**config.mk**
```make
export PLATFORM = sky130hd
export DESIGN_NAME = umc_ctrl
export DESIGN_NICKNAME = d
export VERILOG_FILES = /design/src/hdl/umc_pkg.sv /design/src/hdl/umc_ctrl.sv
export SDC_FILE = /design/constraint.sdc
export NUM_CORES = 1
export LEC_CHECK = 0
export BUFFER_PORTS_ARGS = -buffer_cell sky130_fd_sc_hd__buf_2
export CORE_AREA = 3 3 137 139
export DETAILED_ROUTE_END_ITERATION = 8
export DIE_AREA = 0 0 140 142
export PLACE_DENSITY = 0.58
export SYNTH_ARGS = -nofsm -noshare
export SYNTH_HDL_FRONTEND = slang
export SYNTH_SLANG_ARGS = --single-unit
```
**constraint.sdc**
```tcl
create_clock -name sys_clk -period 2 [get_ports sys_clk]
set_input_delay 0.1 -clock sys_clk [delete_from_list [all_inputs] [get_ports sys_clk]]
set_output_delay 0.1 -clock sys_clk [all_outputs]
set_load 0.05 [all_outputs]
```
**src/hdl/umc_pkg.sv**
```systemverilog
// Purpose: constants and types of the serial interface mode and clock control
// Assumes: registers are 8 bits wide, each in the low byte of a 32-bit word
// Notes: pin 0 is data in or SDA, pin 1 data out, pin 2 clock or SCL
package umc_pkg;

   // register byte offsets on the bus
   localparam logic [7:0] UMC_OFF_CTRL = 8'h00;
   localparam logic [7:0] UMC_OFF_PINPOS = 8'h04;
   localparam logic [7:0] UMC_OFF_SHIFT = 8'h08;
   localparam logic [7:0] UMC_OFF_STATUS = 8'h0C;
   localparam logic [7:0] UMC_OFF_PA_OUT = 8'h10;
   localparam logic [7:0] UMC_OFF_PA_DIR = 8'h14;
   localparam logic [7:0] UMC_OFF_PB_OUT = 8'h18;
   localparam logic [7:0] UMC_OFF_PB_DIR = 8'h1C;

   // values after reset, and the counter maximum
   localparam logic [7:0] UMC_RST_BYTE = 8'h00;
   localparam logic [3:0] UMC_RST_CNT = 4'h0;
   localparam logic [3:0] UMC_CNT_MAX = 4'hF;

   // field positions
   localparam int UMC_CTRL_TGL = 0;
   localparam int UMC_CTRL_CLK = 1;
   localparam int UMC_STAT_SIF = 7;
   localparam int UMC_STAT_OIF = 6;
   localparam int UMC_STAT_PIF = 5;
   localparam int UMC_STAT_DC = 4;
   localparam int UMC_PIN_DATA = 0;
   localparam int UMC_PIN_DOUT = 1;
   localparam int UMC_PIN_SCL = 2;

   // port index chosen by the pin position bit
   localparam int UMC_PORT_B = 0;
   localparam int UMC_PORT_A = 1;

   localparam logic [1:0] UMC_RESP_OKAY = 2'h0;
   localparam logic [1:0] UMC_RESP_SLVERR = 2'h2;

   typedef enum logic [1:0] {
      UMC_WM_OFF = 2'b00,
      UMC_WM_THREE = 2'b01,
      UMC_WM_TWO = 2'b10,
      UMC_WM_TWO_OVF = 2'b11
   } umc_wire_mode_t;

   typedef enum logic [1:0] {
      UMC_CS_SOFT = 2'b00,
      UMC_CS_TIMER = 2'b01,
      UMC_CS_EXT_POS = 2'b10,
      UMC_CS_EXT_NEG = 2'b11
   } umc_clk_src_t;

   // drive of one 8-bit port: level, enable, pull-up enable
   typedef struct packed {
      logic [7:0] dout;
      logic [7:0] oe;
      logic [7:0] pull;
   } umc_port_drv_t;

endpackage : umc_pkg

```
**src/hdl/umc_ctrl.sv**
```systemverilog
// Purpose: wire mode, clock source and pin control of the serial interface
// Assumes: one clock sys_clk, synchronous active high reset sys_rst
// Notes: pins pass two flops; serial clock edges are found on sys_clk
//
// The AXI4-Lite interface to the registers and the placing of the registers were left to the implementer.
`timescale 1ns/1ps

// Function
// - wire mode affects outputs and start and stop detect, inputs always
// - mode off: no outputs, hold, start detect
// - three-wire: data out replaces port bit
// - two-wire: open-drain pins enabled by direction
// - SDA low when shift msb or port zero
// - SCL low when port zero or held
// - start condition holds SCL until flag cleared
// - two-wire forces SDA and SCL pull-ups off, inputs unchanged
// - mode 11 also holds SCL on overflow
// - external clock: output changes opposite edge
// - soft or timer clock: latch transparent
// - soft source clocks only on strobe write
// - strobe shifts in previously sampled input
// - external: rising for 10, falling for 11
// - external counter: both edges or toggle strobe
// - toggle strobe inverts clock port bit
// - pin position bits 7:1 read zero
// - position bit selects port B or A
// - overflow flag set on wrap, write-one clear
// - start flag set on start, write-one clear
// - data out from shift msb through latch
module umc_ctrl
   import umc_pkg::*;
(
   input wire logic sys_clk,
   input wire logic sys_rst,
   input wire logic [7:0] s_axi_awaddr,
   input wire logic s_axi_awvalid,
   output logic s_axi_awready,
   input wire logic [31:0] s_axi_wdata,
   input wire logic [3:0] s_axi_wstrb,
   input wire logic s_axi_wvalid,
   output logic s_axi_wready,
   output logic [1:0] s_axi_bresp,
   output logic s_axi_bvalid,
   input wire logic s_axi_bready,
   input wire logic [7:0] s_axi_araddr,
   input wire logic s_axi_arvalid,
   output logic s_axi_arready,
   output logic [31:0] s_axi_rdata,
   output logic [1:0] s_axi_rresp,
   output logic s_axi_rvalid,
   input wire logic s_axi_rready,
   input wire logic tc0_match,
   input wire logic [7:0] pa_in,
   input wire logic [7:0] pb_in,
   output umc_port_drv_t pa_drv,
   output umc_port_drv_t pb_drv
);

   ////////////////////////////////////////////////////////////////////////////
   // state
   umc_wire_mode_t wm_q;
   umc_clk_src_t cs_q;
   logic [1:0] ie_q;
   logic clk_sel_q;
   logic pos_q;
   logic [7:0] sr_q;
   logic [3:0] cnt_q;
   logic sif_q;
   logic oif_q;
   logic pif_q;
   logic latch_q;
   logic [1:0][7:0] pout_q;
   logic [1:0][7:0] pdir_q;
   logic [1:0][7:0] sync1_q;
   logic [1:0][7:0] sync2_q;
   logic scl_p_q;
   logic sda_p_q;
   umc_port_drv_t [1:0] drv_d;
   umc_port_drv_t [1:0] drv_q;
   logic bvalid_q;
   logic [1:0] bresp_q;
   logic rvalid_q;
   logic [1:0] rresp_q;
   logic [7:0] rdata_q;

   ////////////////////////////////////////////////////////////////////////////
   // bus write decode
   wire wr_go = s_axi_awvalid & s_axi_wvalid & ~bvalid_q;
   wire wr_b0 = wr_go & s_axi_wstrb[0];
   wire [7:0] wd = s_axi_wdata[7:0];
   wire wr_ctrl = wr_b0 & (s_axi_awaddr == UMC_OFF_CTRL);
   wire wr_pp = wr_b0 & (s_axi_awaddr == UMC_OFF_PINPOS);
   wire wr_sr = wr_b0 & (s_axi_awaddr == UMC_OFF_SHIFT);
   wire wr_stat = wr_b0 & (s_axi_awaddr == UMC_OFF_STATUS);
   wire wr_pa_out = wr_b0 & (s_axi_awaddr == UMC_OFF_PA_OUT);
   wire wr_pa_dir = wr_b0 & (s_axi_awaddr == UMC_OFF_PA_DIR);
   wire wr_pb_out = wr_b0 & (s_axi_awaddr == UMC_OFF_PB_OUT);
   wire wr_pb_dir = wr_b0 & (s_axi_awaddr == UMC_OFF_PB_DIR);
   wire wr_map = (s_axi_awaddr[7:5] == 3'h0) & (s_axi_awaddr[1:0] == 2'h0);

   assign s_axi_awready = s_axi_wvalid & ~bvalid_q;
   assign s_axi_wready = s_axi_awvalid & ~bvalid_q;
   assign s_axi_bvalid = bvalid_q;
   assign s_axi_bresp = bresp_q;

   ////////////////////////////////////////////////////////////////////////////
   // pin synchronisers, two flops per pin of both ports
   genvar gb;
   generate
      for (gb = 0; gb < 8; gb++) begin : g_sync
         always_ff @(posedge sys_clk) begin
            if (sys_rst) begin
               sync1_q[UMC_PORT_A][gb] <= 1'b0;
               sync1_q[UMC_PORT_B][gb] <= 1'b0;
               sync2_q[UMC_PORT_A][gb] <= 1'b0;
               sync2_q[UMC_PORT_B][gb] <= 1'b0;
            end else begin
               sync1_q[UMC_PORT_A][gb] <= pa_in[gb];
               sync1_q[UMC_PORT_B][gb] <= pb_in[gb];
               sync2_q[UMC_PORT_A][gb] <= sync1_q[UMC_PORT_A][gb];
               sync2_q[UMC_PORT_B][gb] <= sync1_q[UMC_PORT_B][gb];
            end
         end
      end
   endgenerate

   // inputs read in every wire mode
   wire di_s = sync2_q[pos_q][UMC_PIN_DATA];
   wire scl_s = sync2_q[pos_q][UMC_PIN_SCL];
   wire scl_rise = scl_s & ~scl_p_q;
   wire scl_fall = ~scl_s & scl_p_q;
   wire sda_rise = di_s & ~sda_p_q;
   wire sda_fall = ~di_s & sda_p_q;

   always_ff @(posedge sys_clk) begin
      if (sys_rst) begin
         scl_p_q <= 1'b0;
         sda_p_q <= 1'b0;
      end else begin
         scl_p_q <= scl_s;
         sda_p_q <= di_s;
      end
   end

   ////////////////////////////////////////////////////////////////////////////
   // clock source selection for shift register and counter
   wire two_wire = wm_q[1];
   wire sh_soft = wr_ctrl & wd[UMC_CTRL_CLK] &
      (wd[3:2] == UMC_CS_SOFT);
   wire sh_timer = (cs_q == UMC_CS_TIMER) & tc0_match;
   wire sh_ext = cs_q[1] & (cs_q[0] ? scl_fall : scl_rise);
   wire shift_en = sh_soft | sh_timer | sh_ext;
   wire cnt_ext = cs_q[1] & ~clk_sel_q & (scl_rise | scl_fall);
   wire cnt_tgl = wr_ctrl & wd[3] & wd[UMC_CTRL_CLK] &
      wd[UMC_CTRL_TGL];
   wire cnt_en = sh_soft | sh_timer | cnt_ext | cnt_tgl;
   wire cnt_wrap = cnt_en & (cnt_q == UMC_CNT_MAX) & ~wr_stat;
   wire start_det = two_wire & scl_s & sda_fall;
   wire stop_det = two_wire & scl_s & sda_rise;
   wire tgl_wr = wr_ctrl & wd[UMC_CTRL_TGL];

   ////////////////////////////////////////////////////////////////////////////
   // control and pin position registers
   always_ff @(posedge sys_clk) begin
      if (sys_rst) begin
         ie_q <= UMC_RST_BYTE[7:6];
         wm_q <= UMC_WM_OFF;
         cs_q <= UMC_CS_SOFT;
         clk_sel_q <= 1'b0;
         pos_q <= 1'b0;
      end else begin
         if (wr_ctrl) begin
            ie_q <= wd[7:6];
            wm_q <= umc_wire_mode_t'(wd[5:4]);
            cs_q <= umc_clk_src_t'(wd[3:2]);
            clk_sel_q <= wd[UMC_CTRL_CLK];
         end
         if (wr_pp) begin
            pos_q <= wd[0];
         end
      end
   end

   // shift register: a bus write wins over a shift in the same cycle
   always_ff @(posedge sys_clk) begin
      if (sys_rst) begin
         sr_q <= UMC_RST_BYTE;
      end else if (wr_sr) begin
         sr_q <= wd;
      end else if (shift_en) begin
         sr_q <= {sr_q[6:0], di_s};
      end
   end

   always_ff @(posedge sys_clk) begin
      if (sys_rst) begin
         cnt_q <= UMC_RST_CNT;
      end else if (wr_stat) begin
         cnt_q <= wd[3:0];
      end else if (cnt_en) begin
         cnt_q <= cnt_q + 4'h1;
      end
   end

   // flags: a start or stop set in the cycle of a clear wins; any status write blocks the overflow set
   always_ff @(posedge sys_clk) begin
      if (sys_rst) begin
         sif_q <= 1'b0;
         oif_q <= 1'b0;
         pif_q <= 1'b0;
      end else begin
         sif_q <= start_det |
            (sif_q & ~(wr_stat & wd[UMC_STAT_SIF]));
         oif_q <= cnt_wrap |
            (oif_q & ~(wr_stat & wd[UMC_STAT_OIF]));
         pif_q <= stop_det | (pif_q & ~(wr_stat & wd[UMC_STAT_PIF]));
      end
   end

   // output latch open while the serial clock is in its first half
   wire latch_open = (scl_s == cs_q[0]);
   always_ff @(posedge sys_clk) begin
      if (sys_rst) begin
         latch_q <= 1'b0;
      end else if (latch_open) begin
         latch_q <= sr_q[7];
      end
   end
   wire do_bit = cs_q[1] ? latch_q : sr_q[7];

   ////////////////////////////////////////////////////////////////////////////
   // port output and direction registers
   always_ff @(posedge sys_clk) begin
      if (sys_rst) begin
         pout_q <= '0;
         pdir_q <= '0;
      end else begin
         if (wr_pa_out) begin
            pout_q[UMC_PORT_A] <= wd;
         end
         if (wr_pb_out) begin
            pout_q[UMC_PORT_B] <= wd;
         end
         if (wr_pa_dir) begin
            pdir_q[UMC_PORT_A] <= wd;
         end
         if (wr_pb_dir) begin
            pdir_q[UMC_PORT_B] <= wd;
         end
         if (tgl_wr) begin
            pout_q[pos_q][UMC_PIN_SCL] <=
               ~pout_q[pos_q][UMC_PIN_SCL];
         end
      end
   end

   ////////////////////////////////////////////////////////////////////////////
   // pin drive
   wire scl_hold = (two_wire & sif_q) |
                   ((wm_q == UMC_WM_TWO_OVF) & oif_q);
   wire sda_coll = two_wire & (do_bit != di_s);

   always_comb begin
      for (int p = 0; p < 2; p++) begin
         drv_d[p].dout = pout_q[p];
         drv_d[p].oe = pdir_q[p];
         drv_d[p].pull = ~pdir_q[p] & pout_q[p];
         if (pos_q == p[0]) begin
            if (wm_q == UMC_WM_THREE) begin
               drv_d[p].dout[UMC_PIN_DOUT] = do_bit;
            end
            if (two_wire) begin
               drv_d[p].dout[UMC_PIN_DATA] = 1'b0;
               drv_d[p].oe[UMC_PIN_DATA] = pdir_q[p][UMC_PIN_DATA] &
                  (~do_bit | ~pout_q[p][UMC_PIN_DATA]);
               drv_d[p].dout[UMC_PIN_SCL] = 1'b0;
               drv_d[p].oe[UMC_PIN_SCL] = pdir_q[p][UMC_PIN_SCL] &
                  (~pout_q[p][UMC_PIN_SCL] | scl_hold);
               drv_d[p].pull[UMC_PIN_DATA] = 1'b0;
               drv_d[p].pull[UMC_PIN_SCL] = 1'b0;
            end
         end
      end
   end

   always_ff @(posedge sys_clk) begin
      if (sys_rst) begin
         drv_q <= '0;
      end else begin
         drv_q <= drv_d;
      end
   end
   assign pa_drv = drv_q[UMC_PORT_A];
   assign pb_drv = drv_q[UMC_PORT_B];

   ////////////////////////////////////////////////////////////////////////////
   // bus write response
   always_ff @(posedge sys_clk) begin
      if (sys_rst) begin
         bvalid_q <= 1'b0;
         bresp_q <= UMC_RESP_OKAY;
      end else if (wr_go) begin
         bvalid_q <= 1'b1;
         bresp_q <= wr_map ? UMC_RESP_OKAY : UMC_RESP_SLVERR;
      end else if (s_axi_bready) begin
         bvalid_q <= 1'b0;
      end
   end

   ////////////////////////////////////////////////////////////////////////////
   // bus read
   logic [7:0] rd_val;
   wire rd_go = s_axi_arvalid & ~rvalid_q;
   wire rd_map = (s_axi_araddr[7:5] == 3'h0) & (s_axi_araddr[1:0] == 2'h0);
   wire [7:0] stat_val = {sif_q, oif_q, pif_q, sda_coll, cnt_q};

   always_comb begin
      case (s_axi_araddr)
         UMC_OFF_CTRL: rd_val = {ie_q, wm_q, cs_q, 2'b00};
         UMC_OFF_PINPOS: rd_val = {7'h00, pos_q};
         UMC_OFF_SHIFT: rd_val = sr_q;
         UMC_OFF_STATUS: rd_val = stat_val;
         UMC_OFF_PA_OUT: rd_val = pout_q[UMC_PORT_A];
         UMC_OFF_PA_DIR: rd_val = pdir_q[UMC_PORT_A];
         UMC_OFF_PB_OUT: rd_val = pout_q[UMC_PORT_B];
         UMC_OFF_PB_DIR: rd_val = pdir_q[UMC_PORT_B];
         default: rd_val = UMC_RST_BYTE;
      endcase
   end

   always_ff @(posedge sys_clk) begin
      if (sys_rst) begin
         rvalid_q <= 1'b0;
         rresp_q <= UMC_RESP_OKAY;
         rdata_q <= UMC_RST_BYTE;
      end else if (rd_go) begin
         rvalid_q <= 1'b1;
         rresp_q <= rd_map ? UMC_RESP_OKAY : UMC_RESP_SLVERR;
         rdata_q <= rd_val;
      end else if (s_axi_rready) begin
         rvalid_q <= 1'b0;
      end
   end
   assign s_axi_arready = ~rvalid_q;
   assign s_axi_rvalid = rvalid_q;
   assign s_axi_rresp = rresp_q;
   assign s_axi_rdata = {24'h00_0000, rdata_q};

   ////////////////////////////////////////////////////////////////////////////
   // checks
   wire sel_scl_oe = drv_q[pos_q].oe[UMC_PIN_SCL];
   wire sel_pout_scl = pout_q[pos_q][UMC_PIN_SCL];
   wire sel_dir_scl = pdir_q[pos_q][UMC_PIN_SCL];
endmodule : umc_ctrl

```
==> results of run 1 <==
==> Yosys cell counts (3+ instances only) <==
cell type / number / area [µm²]
and3_1: 6 / 37.5
mux4_2: 4 / 90.1
o21ai_0: 6 / 30.0
o211ai_1: 5 / 37.5
clkbuf_1: 24 / 90.1
nand2_1: 61 / 229
and2_1: 8 / 50.1
mux2_2: 5 / 56.3
a311oi_1: 3 / 26.3
mux2i_1: 33 / 330
or3_1: 7 / 43.8
nor3b_1: 4 / 30.0
nor2_1: 46 / 173
o21ai_1: 9 / 45.0
ha_1: 3 / 37.5
dfxtp_1: 126 / 2520
a22oi_1: 7 / 52.6
buf_4: 27 / 203
a211oi_1: 8 / 60.1
nor2b_1: 49 / 307
nor3_1: 8 / 40.0
nand2b_1: 5 / 31.3
nand4_1: 4 / 25.0
a21oi_1: 43 / 215
inv_1: 12 / 45.0
nand3_1: 6 / 30.0
buf_2: 6 / 30.0
xnor2_1: 3 / 26.3
==> what timing repair did <==
item                       CTS  global route
hold buffers                13             0
setup endpoints to repair    9             5
pin swaps                    0             3
cloned                       0             1
resized for setup            4             6
hold endpoints to repair    19             0
setup buffers                0             1
==> power breakdown <==
group          internal, µW  switching (µW)  total (µW)  leakage (µW)
logic                   104             304         407       0.00156
clock network          2110            1120        3230      0.000298
registers              2530            7.14        2530       0.00102
total                  4740            1430        6170       0.00288
==> through the flow <==
stage | TNS [ns] | utilization | total power, µW | instance area [µm²]
2_1_floorplan | 0 | - | 2900 | 5380
3_3_place_gp | -0.0164 | 0.336 | 2970 | 5980
3_5_place_dp | -0.0609 | 0.336 | 2970 | 5980
4_1_cts | 0 | 0.381 | 6250 | 6770
5_1_grt | -0.130 | 0.383 | 6380 | 6820
6_report | 0 | 0.384 | 6170 | 6820
==> per-layer routing <==
layer | global-route usage | part of all wire
met4 | 0.0637 | 0.021
met1 | 0.171 | 0.42
met5 | 0 | 0.00049
met2 | 0.239 | 0.49
met3 | 0.0407 | 0.072
==> cells in the final DEF (no fill, tap or decap), types with 5 or more instances in the layout <==
master	synthesis	routed
clkbuf_16	0	17
o21ai_0	6	6
conb_1	1	26
buf_2	6	98
nor3_1	8	8
or3_1	7	7
inv_1	12	12
a21oi_1	43	42
nor2_1	46	44
and2_1	8	8
a211oi_1	8	8
a22oi_1	7	7
mux2_2	5	5
mux2i_1	33	32
and3_1	6	6
nand3_1	6	6
buf_4	27	20
o21ai_1	9	9
nand2b_1	5	5
o211ai_1	5	5
dlygate4sd3_1	0	13
nand2_1	61	61
nor2b_1	49	49
dfxtp_1	126	125
==> tightest hold or removal path: cells and delay by family <==
kind                   cells  cell delay [ns]
AOI/OAI and AO/OA          1             0.05
buffers and inverters      1             0.17
and+or+nand+nor            1             0.08
==> logic make-up after synthesis <==
family	Yosys count	synth area share
AND/OR/NAND/NOR	220	0.221
flip-flops	126	0.478
AO/OA/AOI/OAI	100	0.124
buffers and inverters	71	0.0725
multiplexers	43	0.0924
adder cells (fa/ha/maj)	3	0.00711
XOR/XNOR	3	0.00498
other	1	0.000710
==> final timing paths <==
check	from	end	slack, ns	cells past startpoint
setup / recovery	pos_q	cnt_q[3]	0.01	7
hold / removal	s_axi_wdata[2]	cs_q[0]	0.03	3
setup reg to reg	pos_q	cnt_q[3]	0.01	7
hold reg to reg	sync1_q[8]	sync2_q[8]	0.43	1
==> final cells by class <==
| type | instances | area, µm² |
|---|---|---|
| fill | 1780 | 11000 |
| multi-input combinational | 396 | 2540 |
| sequential | 126 | 2520 |
| timing repair buffer | 132 | 791 |
| clock buffer | 18 | 439 |
| tap | 229 | 287 |
| clock inverter | 14 | 191 |
| inverter | 12 | 45.0 |
| antenna | 1 | 2.50 |
==> impl_metrics.env, run 1 <==
export IMPL_status="complete, no violations"
export IMPL_start_kind="flop"
export IMPL_io_pins=165
export IMPL_drc=0
export IMPL_num_vias=4344
export IMPL_cts_buffers=17
export IMPL_clock_sinks=126
export IMPL_grt_max_degree=53
export IMPL_layout_setup_ws_ns=0.0136
export IMPL_die_height_um=142
export IMPL_drt_iter0_drc=292
export IMPL_dpl_hpwl_um=10200
export IMPL_finalSetupViolCount=0
export IMPL_drv_cap=0
export IMPL_critPathKind="flop to flop"
export IMPL_layout_min_cycle_time_ns=1.99
export IMPL_synthArstFlopShare=0
export IMPL_timing_hold_ws_ns=0.0311
export IMPL_slew_headroom=0.626
export IMPL_grt_pass1_wl_um=22000
export IMPL_powerDensity_nw_per_um2=905
export IMPL_vias_per_cell=4.68
export IMPL_grt_antenna_before_repair=1
export IMPL_crit_path_max_incr_delay_ns=0.36
export IMPL_p_leak_uw=0.00288
export IMPL_cts_htree_levels=4
export IMPL_cp_arrival_ns=2.32
export IMPL_initial_core_util=0.297
export IMPL_cpMaxStageDelayCell="dfxtp_2"
export IMPL_fp_coreArea_um2=17800
export IMPL_end_kind="flop"
export IMPL_synth_seq_cells=126
export IMPL_worstPathRequired_ns=2.33
export IMPL_postSynthCellCount=567
export IMPL_ys_seq_area_frac=0.478
export IMPL_yosysUniqueCellTypes=61
export IMPL_crit_path_max_fanout=4
export IMPL_yosys_warnings=0
export IMPL_dp_cells=880
export IMPL_layout_drive_gt1_share=0.264
export IMPL_grt_pass1_vias=4129
export IMPL_ant_nets=0
export IMPL_track_usage=0.143
export IMPL_worstMarginPinSlew_ns=0.562
export IMPL_peakVddDrop_uv=709
export IMPL_finalNetCount=764
export IMPL_die_area_um2=19900
export IMPL_drv_slew=0
export IMPL_cts_root_buffer="clkbuf_16"
export IMPL_period_share=0.993
export IMPL_portBuffers=99
export IMPL_ys_flop_type="dfxtp_1"
export IMPL_synth_edf_count=0
export IMPL_hold_viol=0
export IMPL_syn_area_um2=5280
export IMPL_tritoncts="done"
export IMPL_grt_ovfl_total=0
export IMPL_rsz0062_at_grt="yes"
export IMPL_crit_family="simple AND/OR/NAND/NOR gates"
export IMPL_min_path_type="input port to flop"
export IMPL_ctsLongestPathBuffers=2
export IMPL_avgSynthCellArea_um2=9.31
export IMPL_wl_um=14200
export IMPL_area_growth_syn_to_layout_pct=29.1
export IMPL_dp_slack_ns=-0.0315
export IMPL_dieWidth_um=140
export IMPL_fin_skew_ns=0.0109
export IMPL_routedWlPerCell_um=15.3
export IMPL_final_cells=928
export IMPL_globalplace_congestion=0.861
export IMPL_path_buf_inv=0
export IMPL_clock_latency_ns=0.42
export IMPL_max_clock_freq_mhz=503
export IMPL_rows=49
export IMPL_clk_pin_slew_ns=0.06
export IMPL_crit_chain="mux2i_4 > ha_4 > nor3b_4 > nor2_2 > o21a_1 > or3_1 > a311oi_2"
export IMPL_first_pass_iters=4
Power figures use the tool's default switching activity.
==> inputs of run 2 (changes only) <==
- SETUP_SLACK_MARGIN: default -> 0.3
==> run 2 against run 1 <==
  * Die area did not move
  * Clock-buffer cell count did not move
  * Total power fell by 1.0%
  * Highest routed layer unchanged
  * Register-to-register slack barely moved
==> impl_metrics.env, run 2 (synthesis results as in run 1) <==
export IMPL_status="complete, no violations"
export IMPL_tritoncts="done"
export IMPL_dpl_hpwl_um=10500
export IMPL_final_common_cell="dfxtp_1"
export IMPL_rsz0062_at_grt="yes"
export IMPL_path_buf_inv=1
export IMPL_drt_iter0_drc=263
export IMPL_slew_headroom=0.579
export IMPL_fillers=1809
export IMPL_crit_path_max_fanout=3
export IMPL_fin_skew_ns=0.00533
export IMPL_die_area_um2=19900
export IMPL_portBuffers=99
export IMPL_io_pins=165
export IMPL_clock_sinks=126
export IMPL_end_kind="flop"
export IMPL_layout_drive_gt1_share=0.309
export IMPL_clock_latency_ns=0.42
export IMPL_power_uw=6110
export IMPL_start_kind="flop"
export IMPL_mostFrequentLayoutCells="122 x dfxtp_1, 98 x buf_2, 60 x nand2_1"
export IMPL_tns_ns=0
export IMPL_design_area_um2=7030
export IMPL_cpMaxStageDelayCell="dfxtp_4"
export IMPL_place_area_um2=6040
export IMPL_crit_chain="mux2i_4 > buf_6 > ha_4 > nor3b_4 > nor2_2 > o21a_1 > or3_4 > a311oi_2"
export IMPL_grt_busiest_layer="met2"
export IMPL_p_leak_uw=0.00295
export IMPL_num_vias=4403
export IMPL_grt_antenna_before_repair=1
export IMPL_drv_cap=0
export IMPL_initial_core_util=0.297
export IMPL_crit_family="simple AND/OR/NAND/NOR gates"
export IMPL_area_growth_syn_to_layout_pct=33.1
export IMPL_powerDensity_nw_per_um2=870
export IMPL_peakVddDrop_uv=546
export IMPL_period_share=0.989
export IMPL_drv_slew=0
export IMPL_die_height_um=142
export IMPL_dieWidth_um=140
export IMPL_grt_pass1_vias=4315
export IMPL_layout_min_cycle_time_ns=1.98
export IMPL_use_met2=0.259
export IMPL_worstMarginPinSlew_ns=0.631
export IMPL_cts_htree_levels=4
export IMPL_wl_um=14700
export IMPL_finalSetupViolCount=0
export IMPL_grt_max_degree=57
export IMPL_antenna_cells=0
export IMPL_cp_arrival_ns=2.30
export IMPL_ctsLongestPathBuffers=2
export IMPL_fp_coreArea_um2=17800
export IMPL_cts_root_buffer="clkbuf_16"
export IMPL_drc=0
export IMPL_crit_path_max_incr_delay_ns=0.36
export IMPL_critPathKind="flop to flop"
export IMPL_layout_setup_ws_ns=0.0228
export IMPL_clk_pin_slew_ns=0.06
export IMPL_met3_usage=0.0376
export IMPL_min_path_type="input port to flop"
export IMPL_rows=49
export IMPL_first_pass_iters=7
export IMPL_globalplace_congestion=0.850
export IMPL_grt_ovfl_total=0
export IMPL_ant_nets=0
export IMPL_utilization=0.395
export IMPL_grt_pass1_wl_um=23300
export IMPL_cts_buffers=17
export IMPL_dp_slack_ns=0.0388
export IMPL_worstPathRequired_ns=2.33
export IMPL_finalNetCount=775
export IMPL_hold_viol=0
export IMPL_vias_per_cell=4.69
export IMPL_routedWlPerCell_um=15.6
export IMPL_max_clock_freq_mhz=506
export IMPL_use_met1=0.180
export IMPL_track_usage=0.149
[run 2: cell types whose count changed in the layout (fill, tap and decap cells not counted), moves of 4 or more]
cell / previous run / this run
buf_4: 20 / 24
buf_6: 0 / 6
nor2_1: 44 / 39
nor2_2: 3 / 8
or3_1: 7 / 3
or3_4: 0 / 5
[run 2: path summary, 6_finish.rpt]
check                           slack [ns]  cells past startpoint          start             end
worst max-delay path                  0.02                      8          pos_q        cnt_q[3]
worst min register to register        0.43                      1     sync1_q[0]      sync2_q[0]
worst min-delay path                  0.03                      3  s_axi_awvalid  s_axi_bresp[1]
worst max register to register        0.02                      8          pos_q        cnt_q[3]
[run 2: per-stage QoR]
stage                     instances  hold slack, ns
after detailed placement        883           0.286
final                           938          0.0281
after global placement          883           0.278
after global routing            938          0.0178
after floorplan                 592           0.189
after CTS                       935         0.00147
[run 2: cell type report]
type,instances,area [µm²],area share
multi-input cells,397,2660,0.379
flip-flops and latches,126,2530,0.361
repair buffers,142,888,0.126
clock inverters,14,165,0.0235
inverters,12,48.8,0.00695
well taps,229,287,0.0408
clock buffers,18,439,0.0625
[run 2: power breakdown]
group	switching, µW	internal, µW	total (µW)	leakage [µW]
Sequential	9.04	2520	2530	0.00102
Clock	1160	1990	3150	0.000293
Combinational	314	115	428	0.00164
Total	1480	4630	6110	0.00295
[run 2: worst min-delay path: stages]
cell	delay (ns)
buf_2	0.12
a21oi_1	0.12
a311oi_1	0.05
[run 2: routing by layer]
| layer | vias to the layer above | part of all wire |
|---|---|---|
| met4 | 2 | 0.017 |
| met2 | 133 | 0.50 |
| met5 | - | 0.00089 |
| met1 | 2073 | 0.42 |
| li1 | 2172 | - |
| met3 | 23 | 0.060 |
[run 2: timing repair]
action,CTS,global route
hold buffers,13,0
endpoints found under the setup margin,24,51
setup buffers,6,2
hold endpoints to repair,19,0
gates cloned,1,1
gates resized for setup,17,22
pin swaps,6,15
